<file path="src/design/rpc_cfg.svh">
// Purpose: Constants for the redriver pin-control decode block
// Assumes: Three-level pins arrive already sliced into a 2-bit code
// Notes: Included by its bare name
`ifndef RPC_CFG_SVH
`define RPC_CFG_SVH
// Three-level pin codes
`define RPC_TRI_LOW 2'h0
`define RPC_TRI_HIGH 2'h1
`define RPC_TRI_MID 2'h2
// De-emphasis level codes
`define RPC_DE_0DB 3'h0
`define RPC_DE_3P5DB 3'h1
`define RPC_DE_6DB 3'h2
`define RPC_DE_6DB_ENH 3'h3
`define RPC_DE_9DB 3'h4
`define RPC_DE_12DB 3'h5
`define RPC_DE_9DB_HV 3'h6
`define RPC_DE_12DB_HV 3'h7
// Reset values
`define RPC_DE_RESET 3'h0
`define RPC_RATE_HIGH 1'h1
`define RPC_WIDE_RESET 4'hF
`endif

</file>
<file path="src/design/rpc_pkg.sv">
// Purpose: Types for the redriver pin-control decode block
// Assumes: Constants come from rpc_cfg.svh
// Notes: Shared by the top and the side decoder
package rpc_pkg;
  typedef logic [1:0] rpc_tri_t; // Sliced three-level pin
  typedef logic [2:0] rpc_de_t; // De-emphasis level code
  typedef enum logic [1:0] {RPC_RATE_GEN1, RPC_RATE_GEN2, RPC_RATE_AUTO} rpc_rate_mode_t;
  typedef enum logic [1:0] {RPC_IDLE_FORCE, RPC_IDLE_PASS, RPC_IDLE_SQ_OFF} rpc_idle_mode_t;
endpackage

</file>
<file path="src/design/rpc_side_if.sv">
// Purpose: Carrier between the top and one side decoder
// Assumes: One instance per side
// Notes: Pin-mode strap values in, decoded side settings out
`timescale 1ns/1ps
interface rpc_side_if;
  import rpc_pkg::*;
  logic pin_mode; // Straps own the settings
  rpc_tri_t dem_lo; // De-emphasis select low bit
  rpc_tri_t dem_hi; // De-emphasis select high bit
  rpc_de_t deemph; // Decoded level
  modport top (output pin_mode, output dem_lo, output dem_hi, input deemph);
  modport side (input pin_mode, input dem_lo, input dem_hi, output deemph);
endinterface

</file>
<file path="src/design/rpc_side_decode.sv">
// Purpose: De-emphasis decode for one side, holding the last valid level
// Assumes: Strap codes synchronous to the clock
// Notes: All-mid pair is rejected and the previous level kept
`timescale 1ns/1ps
`include "rpc_cfg.svh"
module rpc_side_decode (
  input wire logic i_sys_clk,
  input wire logic i_rstn,
  rpc_side_if.side s
);
  import rpc_pkg::*;
  // ==========================================
  // State
  typedef struct packed {
    rpc_de_t deemph;
  } rpc_side_st_t;
  rpc_side_st_t st_r, st_nxt;
  logic valid; // Combination is usable

  // Pair decode; straps only honoured in pin mode
  always_comb begin
    st_nxt = st_r;
    valid = !(s.dem_hi == `RPC_TRI_MID && s.dem_lo == `RPC_TRI_MID);
    if (s.pin_mode && valid) begin
      case ({s.dem_hi, s.dem_lo})
        {`RPC_TRI_LOW, `RPC_TRI_LOW}: st_nxt.deemph = `RPC_DE_0DB;
        {`RPC_TRI_LOW, `RPC_TRI_HIGH}: st_nxt.deemph = `RPC_DE_3P5DB;
        {`RPC_TRI_HIGH, `RPC_TRI_LOW}: st_nxt.deemph = `RPC_DE_6DB;
        {`RPC_TRI_HIGH, `RPC_TRI_HIGH}: st_nxt.deemph = `RPC_DE_6DB_ENH;
        {`RPC_TRI_LOW, `RPC_TRI_MID}: st_nxt.deemph = `RPC_DE_9DB;
        {`RPC_TRI_HIGH, `RPC_TRI_MID}: st_nxt.deemph = `RPC_DE_12DB;
        {`RPC_TRI_MID, `RPC_TRI_LOW}: st_nxt.deemph = `RPC_DE_9DB_HV;
        {`RPC_TRI_MID, `RPC_TRI_HIGH}: st_nxt.deemph = `RPC_DE_12DB_HV;
        default: st_nxt.deemph = st_r.deemph; // Illegal code holds
      endcase
    end
  end

  // Register, constant reset
  always_ff @(posedge i_sys_clk or negedge i_rstn) begin
    if (!i_rstn) begin
      st_r.deemph <= `RPC_DE_RESET;
    end else begin
      st_r <= st_nxt;
    end
  end
  assign s.deemph = st_r.deemph;
endmodule

</file>
<file path="src/design/rpc_top.sv">
// Purpose: Strap decode for a four-lane two-sided serial-link redriver
// Assumes: Three-level pins arrive pre-sliced as low, high or mid codes
// Notes: Register bank itself lives elsewhere; register values arrive as ports
`timescale 1ns/1ps
`include "rpc_cfg.svh"

// Overview of operation
// Per-side de-emphasis from its select pair
// De-emphasis straps used only in pin mode
// Pin mode applies one setting per side
// Bus mode: straps become address and bus lines
// Rate input sets de-emphasis pulse width
// Low forces gen1, high forces gen2
// Floating rate: detect after each idle exit
// Bus mode takes rate from registers
// Termination from side pin and enable
// Enable gates termination control both sides
// Cable absent input enters low power
// Idle pin: force, pass through, squelch off
// Three-level inputs decode low, high, mid
// Two-level inputs must be driven valid
// Undriven pulldown input reads as low
// Bus select gates register access
// Equalization straps only in pin mode
// Straps evaluated continuously, no reset latch
// All-mid de-emphasis pair rejected, level held
module rpc_top (
  input wire logic i_sys_clk,
  input wire logic i_rstn,
  input wire logic i_mgmt_bus_select, // High: register control
  input wire rpc_pkg::rpc_tri_t i_side_a_deemph_sel_lo,
  input wire rpc_pkg::rpc_tri_t i_side_a_deemph_sel_hi,
  input wire rpc_pkg::rpc_tri_t i_side_b_deemph_sel_lo,
  input wire rpc_pkg::rpc_tri_t i_side_b_deemph_sel_hi,
  input wire rpc_pkg::rpc_tri_t i_side_a_eq_sel_lo,
  input wire rpc_pkg::rpc_tri_t i_side_a_eq_sel_hi,
  input wire rpc_pkg::rpc_tri_t i_side_b_eq_sel_lo,
  input wire rpc_pkg::rpc_tri_t i_side_b_eq_sel_hi,
  input wire rpc_pkg::rpc_tri_t i_rate,
  input wire rpc_pkg::rpc_tri_t i_side_a_idle_control,
  input wire rpc_pkg::rpc_tri_t i_side_b_idle_control,
  input wire logic i_side_a_term_select,
  input wire logic i_side_b_term_select,
  input wire logic i_term_pin_control_enable,
  input wire logic i_cable_absent_powerdown,
  input wire logic i_idle_exit, // One-cycle pulse on idle exit
  input wire logic i_rate_detect_gen2, // Analog detector: gen2 seen
  input wire logic [3:0] i_reg_rate_gen2, // Per-lane register rate
  input wire rpc_pkg::rpc_de_t i_reg_deemph [4], // Per-lane register levels
  output logic o_reg_access_en,
  output logic [3:0] o_smb_addr,
  output logic o_smb_scl,
  output logic o_smb_sda_in,
  output rpc_pkg::rpc_tri_t o_side_a_eq_level,
  output rpc_pkg::rpc_tri_t o_side_a_eq_level_hi,
  output rpc_pkg::rpc_tri_t o_side_b_eq_level,
  output rpc_pkg::rpc_tri_t o_side_b_eq_level_hi,
  output rpc_pkg::rpc_de_t o_side_a_lane_deemph [4],
  output rpc_pkg::rpc_de_t o_side_b_lane_deemph [4],
  output logic [3:0] o_lane_wide_pulse, // High: gen1 wide pulse
  output rpc_pkg::rpc_rate_mode_t o_rate_mode,
  output logic o_side_a_term_50,
  output logic o_side_b_term_50,
  output logic o_low_power,
  output rpc_pkg::rpc_idle_mode_t o_side_a_idle_mode,
  output rpc_pkg::rpc_idle_mode_t o_side_b_idle_mode
);
  import rpc_pkg::*;

  // ==========================================
  // Registered state
  typedef struct packed {
    logic det_gen2; // Latched auto-detect result
    logic [3:0] wide;
    rpc_rate_mode_t rmode;
    logic term_a;
    logic term_b;
    logic lowp;
    rpc_idle_mode_t idle_a;
    rpc_idle_mode_t idle_b;
    logic [3:0] addr;
    logic scl;
    logic sda;
    rpc_tri_t eq_a_lo, eq_a_hi, eq_b_lo, eq_b_hi; // Equalization strap copies
  } rpc_top_st_t;
  rpc_top_st_t st_r, st_nxt;
  logic pin_mode;

  rpc_side_if side_a ();
  rpc_side_if side_b ();

  // ==========================================
  // Side de-emphasis decoders
  assign pin_mode = !i_mgmt_bus_select;
  assign side_a.pin_mode = pin_mode;
  assign side_a.dem_lo = i_side_a_deemph_sel_lo;
  assign side_a.dem_hi = i_side_a_deemph_sel_hi;
  assign side_b.pin_mode = pin_mode;
  assign side_b.dem_lo = i_side_b_deemph_sel_lo;
  assign side_b.dem_hi = i_side_b_deemph_sel_hi;
  rpc_side_decode u_side_a (.i_sys_clk(i_sys_clk), .i_rstn(i_rstn), .s(side_a));
  rpc_side_decode u_side_b (.i_sys_clk(i_sys_clk), .i_rstn(i_rstn), .s(side_b));

  // Idle pin decode, three-level
  function automatic rpc_idle_mode_t idle_dec(input rpc_tri_t p);
    case (p)
      `RPC_TRI_HIGH: idle_dec = RPC_IDLE_FORCE;
      `RPC_TRI_LOW: idle_dec = RPC_IDLE_SQ_OFF;
      default: idle_dec = RPC_IDLE_PASS; // Mid passes idle through
    endcase
  endfunction

  // ==========================================
  // Next-state logic; straps sampled every cycle
  always_comb begin
    st_nxt = st_r;
    // Rate mode
    case (i_rate)
      `RPC_TRI_LOW: st_nxt.rmode = RPC_RATE_GEN1;
      `RPC_TRI_HIGH: st_nxt.rmode = RPC_RATE_GEN2;
      default: st_nxt.rmode = RPC_RATE_AUTO;
    endcase
    // Detector result taken only at an idle exit
    if (i_idle_exit) begin
      st_nxt.det_gen2 = i_rate_detect_gen2;
    end
    for (int i = 0; i < 4; i++) begin
      if (!pin_mode) begin
        st_nxt.wide[i] = !i_reg_rate_gen2[i];
      end else begin
        case (st_nxt.rmode)
          RPC_RATE_GEN1: st_nxt.wide[i] = 1'h1;
          RPC_RATE_GEN2: st_nxt.wide[i] = 1'h0;
          default: st_nxt.wide[i] = !st_r.det_gen2;
        endcase
      end
    end
    // Termination; undriven pulldown pins read low
    st_nxt.term_a = i_term_pin_control_enable & i_side_a_term_select;
    st_nxt.term_b = i_term_pin_control_enable & i_side_b_term_select;
    st_nxt.lowp = i_cable_absent_powerdown;
    st_nxt.idle_a = idle_dec(i_side_a_idle_control);
    st_nxt.idle_b = idle_dec(i_side_b_idle_control);
    // Shared strap pins: address and bus lines or equalization
    if (!pin_mode) begin
      st_nxt.addr = {i_side_b_eq_sel_lo == `RPC_TRI_HIGH, i_side_b_eq_sel_hi == `RPC_TRI_HIGH,
                     i_side_b_deemph_sel_lo == `RPC_TRI_HIGH,
                     i_side_b_deemph_sel_hi == `RPC_TRI_HIGH};
      st_nxt.scl = i_side_a_deemph_sel_hi == `RPC_TRI_HIGH;
      st_nxt.sda = i_side_a_deemph_sel_lo == `RPC_TRI_HIGH;
    end else begin
      st_nxt.eq_a_lo = i_side_a_eq_sel_lo;
      st_nxt.eq_a_hi = i_side_a_eq_sel_hi;
      st_nxt.eq_b_lo = i_side_b_eq_sel_lo;
      st_nxt.eq_b_hi = i_side_b_eq_sel_hi;
    end
  end

  // State register; reset only defines values, no strap capture
  always_ff @(posedge i_sys_clk or negedge i_rstn) begin
    if (!i_rstn) begin
      st_r <= '0;
      st_r.rmode <= RPC_RATE_AUTO;
      st_r.idle_a <= RPC_IDLE_PASS;
      st_r.idle_b <= RPC_IDLE_PASS;
      st_r.wide <= `RPC_WIDE_RESET;
      st_r.eq_a_lo <= `RPC_TRI_MID;
      st_r.eq_a_hi <= `RPC_TRI_MID;
      st_r.eq_b_lo <= `RPC_TRI_MID;
      st_r.eq_b_hi <= `RPC_TRI_MID;
    end else begin
      st_r <= st_nxt;
    end
  end

  // ==========================================
  // Outputs; lanes of a side share the strap level in pin mode
  genvar g;
  generate
    for (g = 0; g < 4; g++) begin : g_lane
      assign o_side_a_lane_deemph[g] = pin_mode ? side_a.deemph : i_reg_deemph[g];
      assign o_side_b_lane_deemph[g] = pin_mode ? side_b.deemph : i_reg_deemph[g];
    end
  endgenerate
  assign o_reg_access_en = i_mgmt_bus_select;
  assign o_smb_addr = st_r.addr;
  assign o_smb_scl = st_r.scl;
  assign o_smb_sda_in = st_r.sda;
  assign o_side_a_eq_level = st_r.eq_a_lo;
  assign o_side_a_eq_level_hi = st_r.eq_a_hi;
  assign o_side_b_eq_level = st_r.eq_b_lo;
  assign o_side_b_eq_level_hi = st_r.eq_b_hi;
  assign o_lane_wide_pulse = st_r.wide;
  assign o_rate_mode = st_r.rmode;
  assign o_side_a_term_50 = st_r.term_a;
  assign o_side_b_term_50 = st_r.term_b;
  assign o_low_power = st_r.lowp;
  assign o_side_a_idle_mode = st_r.idle_a;
  assign o_side_b_idle_mode = st_r.idle_b;
endmodule

</file>
<file path="config.mk">
export PLATFORM = sky130hd
export DESIGN_NAME = rpc_top
export DESIGN_NICKNAME = d
export VERILOG_FILES = /design/src/design/rpc_pkg.sv /design/src/design/rpc_side_if.sv /design/src/design/rpc_side_decode.sv /design/src/design/rpc_top.sv
export VERILOG_INCLUDE_DIRS = /design/src /design/src/design
export SDC_FILE = /design/constraint.sdc
export NUM_CORES = 1
export LEC_CHECK = 0
export BUFFER_PORTS_ARGS = -buffer_cell sky130_fd_sc_hd__buf_2
export CORE_ASPECT_RATIO = 1.4
export CORE_UTILIZATION = 45
export CTS_BUF_LIST = sky130_fd_sc_hd__clkbuf_8
export DETAILED_ROUTE_END_ITERATION = 7
export PLACE_DENSITY = 0.82
export SLEW_MARGIN = 20
export SYNTH_ARGS = -nofsm -noshare
export SYNTH_HDL_FRONTEND = slang
export SYNTH_SLANG_ARGS = --single-unit
</file>
<file path="constraint.sdc">
create_clock -name i_sys_clk -period 1.45 [get_ports i_sys_clk]
set_clock_uncertainty 0.2 [all_clocks]
set_input_delay 0.29 -clock i_sys_clk [delete_from_list [all_inputs] [get_ports i_sys_clk]]
set_output_delay 0.29 -clock i_sys_clk [all_outputs]
set_load 0.02 [all_outputs]
</file>
Word level (Yosys, flattened, before mapping)
Cells that the tools add are included.
- eq/ne operators: 28
- multiplexer cells: 18
- bitwise logic cells: 2
- reductions and logical operators: 22
- operators with widths (cell ; number):
    3-bit one-hot mux with 8 select lines ; 2
    4-bit by 3-bit == test with 1-bit output (second input constant) ; 6
    3-bit two-way mux ; 8
    2-bit by 1-bit == test with 1-bit output (second input constant) ; 10
    4-bit == test (second input constant) ; 4
    8-bit nonzero test ; 2
    2-bit one-hot mux with 2 select lines ; 3
    2-bit == test (second input constant) ; 4
    4-bit by 1-bit == test with 1-bit output (second input constant) ; 2
    4-bit by 2-bit == test with 1-bit output (second input constant) ; 2
    1-bit zero test ; 8
    2-bit zero test ; 4
    4-bit zero test ; 2
    1-bit logical AND ; 4
    1-bit two-way mux ; 4
    2-bit AND reduction ; 2
    1-bit bitwise AND ; 2
    1-bit one-hot mux with 2 select lines ; 1
- register bits after elaboration: 34
- input port bits: 47
- logic and storage cells: 87

Depth between registers and ports, before layout
- word-level depth: 5
- mapped depth: 5

Cells and area by module
Synthesis repeated with hierarchy kept, for this count alone.
- cell total of the unflattened synthesis: 168
- area total of the unflattened synthesis: 1714.1 µm²
- by module, submodules not included (module ; times used ; cells each ; area each (µm²) ; sequential area each (µm²)):
    rpc_top ; 1 ; 132 ; 1373.8 ; 714.4
    rpc_side_decode ; 2 ; 18 ; 170.2 ; 75.1

Worst setup path before layout
OpenSTA, ideal clock, no wires.
- path kind: input port to output port
- start point: in i_mgmt_bus_select
- end point: out o_side_a_lane_deemph[11] (netlist name)
- data arrival time: 1003 ps
- setup slack: -43 ps
- cell stages on the path: 5
- buffers on the path: 3
- cells stage by stage: buf_4 buf_4 buf_2 nand2_1 nand2_1
- RTL lines (what ; RTL line ; source):
    from (decl) ; rpc_top.sv:30 ; input wire logic i_mgmt_bus_select,
    to (decl) ; rpc_top.sv:58 ; output rpc_pkg::rpc_de_t o_side_a_lane_deemph [4],

==> key figures <==
GRT
  – Initial antenna violation count: 0
  – Global Route Usage Sum: 0.230
  – Vias in the first global route: 1506
  – Largest net degree at the start of global routing: 26
  – GRT Residual Overflow: 0
  – First-pass GRT wire length: 6430 µm

Timing
  – RSZ-0062 raised after global routing: yes
  – Rel. slew slack: 0.815
  – Max Clk Rate: 0.662 GHz
  – Setup ws final: -0.0599 ns
  – Final Hold Vio Count: 0
  – Final setup violation count: 24
  – Fin crit share: 1.04
  – Post-layout min period: 1.51 ns
  – Actual slew at the worst max-slew pin: 0.278 ns
  – Final Max Slew Viols: 0
  – Final TNS setup: -0.799 ns

Worst setup path
  – Critical path arrival: 1.02 ns
  – CP Launch Type: flip-flop
  – Req. time, crit path: 0.96 ns
  – Crit Path Class: reg2out
  – Worst-path fanout max: 4
  – Crit end category: output port

Clocking
  – TritonCTS clock tree: built
  – H-tree levels: 2
  – Clock transition at path regs: 0.07 ns
  – CTS Buf Count: 5
  – CTS Sinks: 34
  – Root Driver: clkbuf_8
  – Clock latency at the later pin of the worst-skew pair: 0.28 ns
  – Clock buffer depth: 2

Synthesis
  – Register area share after synthesis: 0.517
  – Synth Register Bits: 34
  – Syn Inst Count: 173
  – Mapped Avg Cell Area: 9.67 µm²
  – Largest area contributor in the netlist: dfrtp_1
  – Syn Nets: 220
  – Mapped Area: 0.00167 mm²
  – Post-synth cell types: 30
  – Ys Warns: 0
  – Top cell type's share of synthesized area: 0.344
  – Ranking of synthesized cells by area: dfrtp_1 34%, dfstp_2 17%, buf_4 11%

Drt
  – Vias: 1558
  – Routed Antenna Nets: 0
  – WL final: 4370 µm
  – WL per Instance: 13.9 µm
  – Via density per instance: 4.98
  – First drt pass iteration count: 4
  – Initial DRC count: 20
  – Drt drc: 0

Floorplanning
  – Core area: 0.00347 mm²
  – Die span in y: 74.1 µm
  – Die width: 53.5 µm
  – Die ar.: 0.00397 mm²
  – Io pins: 99
  – Row cnt: 25
  – Starting density of the core: 0.482

Layout
  – Syn-to-layout area delta: 56.5%
  – Layout cells sized above 1: 0.626
  – Ant. Diodes: 0
  – Layout net count: 319
  – Util after Layout: 0.754
  – Layout Cells excl Fill: 313

Pwr
  – Leak: 1.35 nW
  – Total Power: 2.73 mW
  – Worst vdd ir: 911 µV
  – Power per cell area: 1040 mW/mm²

Placement
  – IO buf count: 98
  – RD Place Congestion: 0.758
  – Post-DP HPWL: 2770 µm
  – Placed cells: 286

Hold path
  – Worst Hold Class: in2reg

Outcome
  – Failing checks: setup timing
  – Status: complete, but fails checks

Run
  – Max-capacitance violation count: 0
## power breakdown
part / switching (mW) / internal, mW / total, mW
sequential: 0.0501 / 1.06 / 1.11
clock: 0.334 / 0.381 / 0.715
combinational: 0.468 / 0.440 / 0.908
## Yosys cell counts, drive strengths merged
library cell and instances:
a211o 1, nand2b 2, a31oi 2, o22a 1
nor2b 1, o31ai 4, o22ai 1, mux2 9
nand2 47, clkbuf 3, o2bb2ai 2, buf 29
dfstp 11, a21oi 4, nor3 2, a21o 1
maj3 2, and2 2, a2bb2oi 1, o21ai 9
a221oi 1, nor2 5, xnor2 1, inv 7
nand3b 2, dfrtp 23
## what timing repair did
action,CTS,global route
hold endpoints to repair,39,0
resized for setup,65,12
setup buffers,4,2
endpoints found under the setup margin,31,34
pin swaps,5,2
hold buffers,13,0
## cell type report
class / count / area, µm²
flip-flops and latches: 34 / 865
inverters: 7 / 26.3
fillers: 247 / 853
repair buffers: 124 / 951
clock inverters: 2 / 12.5
multi-input cells: 100 / 632
well taps: 40 / 50.0
clock buffers: 6 / 82.6
## flip-flops by register name, indices dropped and copies added (netlist names)
name and cells:
o_side_a_eq_level_hi 2, o_smb_addr 4, o_side_b_eq_level_hi 2, o_side_a_eq_level 2, o_smb_sda_in 1, o_side_b_idle_mode 2
o_side_a_idle_mode 2, o_side_b_eq_level 2, o_smb_scl 1, o_side_b_term_50 1, u_side_b.s.deemph 3, o_low_power 1
o_side_a_term_50 1, u_side_a.s.deemph 3, o_lane_wide_pulse 4, st_r 1, o_rate_mode 2
## kinds of logic (layout without fill, tap and decap cells)
group                      Yosys count  in the layout  share of synthesized area
and+or+nand+nor                     61             61                      0.150
buffers and inverters               39            139                      0.150
DFF                                 34             34                      0.517
AOI/OAI and AO/OA                   27             27                      0.104
muxes                                9              9                     0.0606
adders and majority gates            2              2                     0.0127
xor gates and xnor gates             1              1                    0.00524
## worst paths after layout
kind	from	to	slack [ns]	cells past startpoint
max in group asynchronous	i_rstn	o_lane_wide_pulse[3]	0.35	3
worst min register to register	o_smb_addr[3]	o_smb_addr[3]	0.29	1
worst max register to register	u_side_a.s.deemph[2]	u_side_a.s.deemph[2]	0.28	4
min in group asynchronous	i_rstn	o_side_b_term_50	0.22	2
worst max-delay path	u_side_a.s.deemph[1]	o_side_a_lane_deemph[1]	-0.06	3
worst min-delay path	i_side_a_term_select	o_side_a_term_50	0.009	2
## worst max-delay path: stages (launching register included)
cell	delay, ns
dfrtp_1	0.40
nand2_2	0.14
nand2_2	0.08
buf_6	0.13
## through the flow
stage / setup WS, ns / cell area, µm² / hold slack (ns)
global route: -0.102 / 2620 / 0.0111
detailed placement: -0.0156 / 2120 / -0.0148
finish: -0.0599 / 2620 / 0.00936
floorplan: 0.00749 / 1730 / -0.206
CTS: -0.0466 / 2560 / 0.00460
global placement: -0.00136 / 2120 / -0.0181
## metal layers
layer / part of all wire / up-vias / GRT usage
met2: 0.58 / 72 / 0.432
met5: 0 / - / 0
li1: - / 740 / -
met4: 0.020 / 0 / 0.102
met3: 0.060 / 11 / 0.0654
met1: 0.34 / 735 / 0.222
## cells in the final DEF, fill, tap and decap left out
cell type	netlist	final
a211o_1	1	1
a21o_1	1	1
a21oi_1	4	4
a221oi_1	1	1
a2bb2oi_1	1	1
a31oi_1	2	2
and2_1	2	2
buf_12	0	2
buf_2	3	63
buf_4	25	14
buf_6	1	32
clkbuf_8	0	6
clkinv_2	0	1
clkinvlp_4	0	1
dfrtp_1	23	23
dfstp_2	11	11
dlygate4sd3_1	0	13
inv_1	6	6
inv_2	1	1
maj3_1	1	1
maj3_2	1	1
mux2_2	9	9
nand2_1	47	17
nand2_2	0	30
nand2b_1	2	2
nand3b_1	2	2
nor2_1	5	5
nor2b_1	1	1
nor3_1	2	2
o21ai_0	9	9
o22a_1	1	1
o22ai_1	1	1
o2bb2ai_1	2	2
o31ai_1	4	4
xnor2_1	1	1
Note: power is estimated with default switching activity, not from simulation.
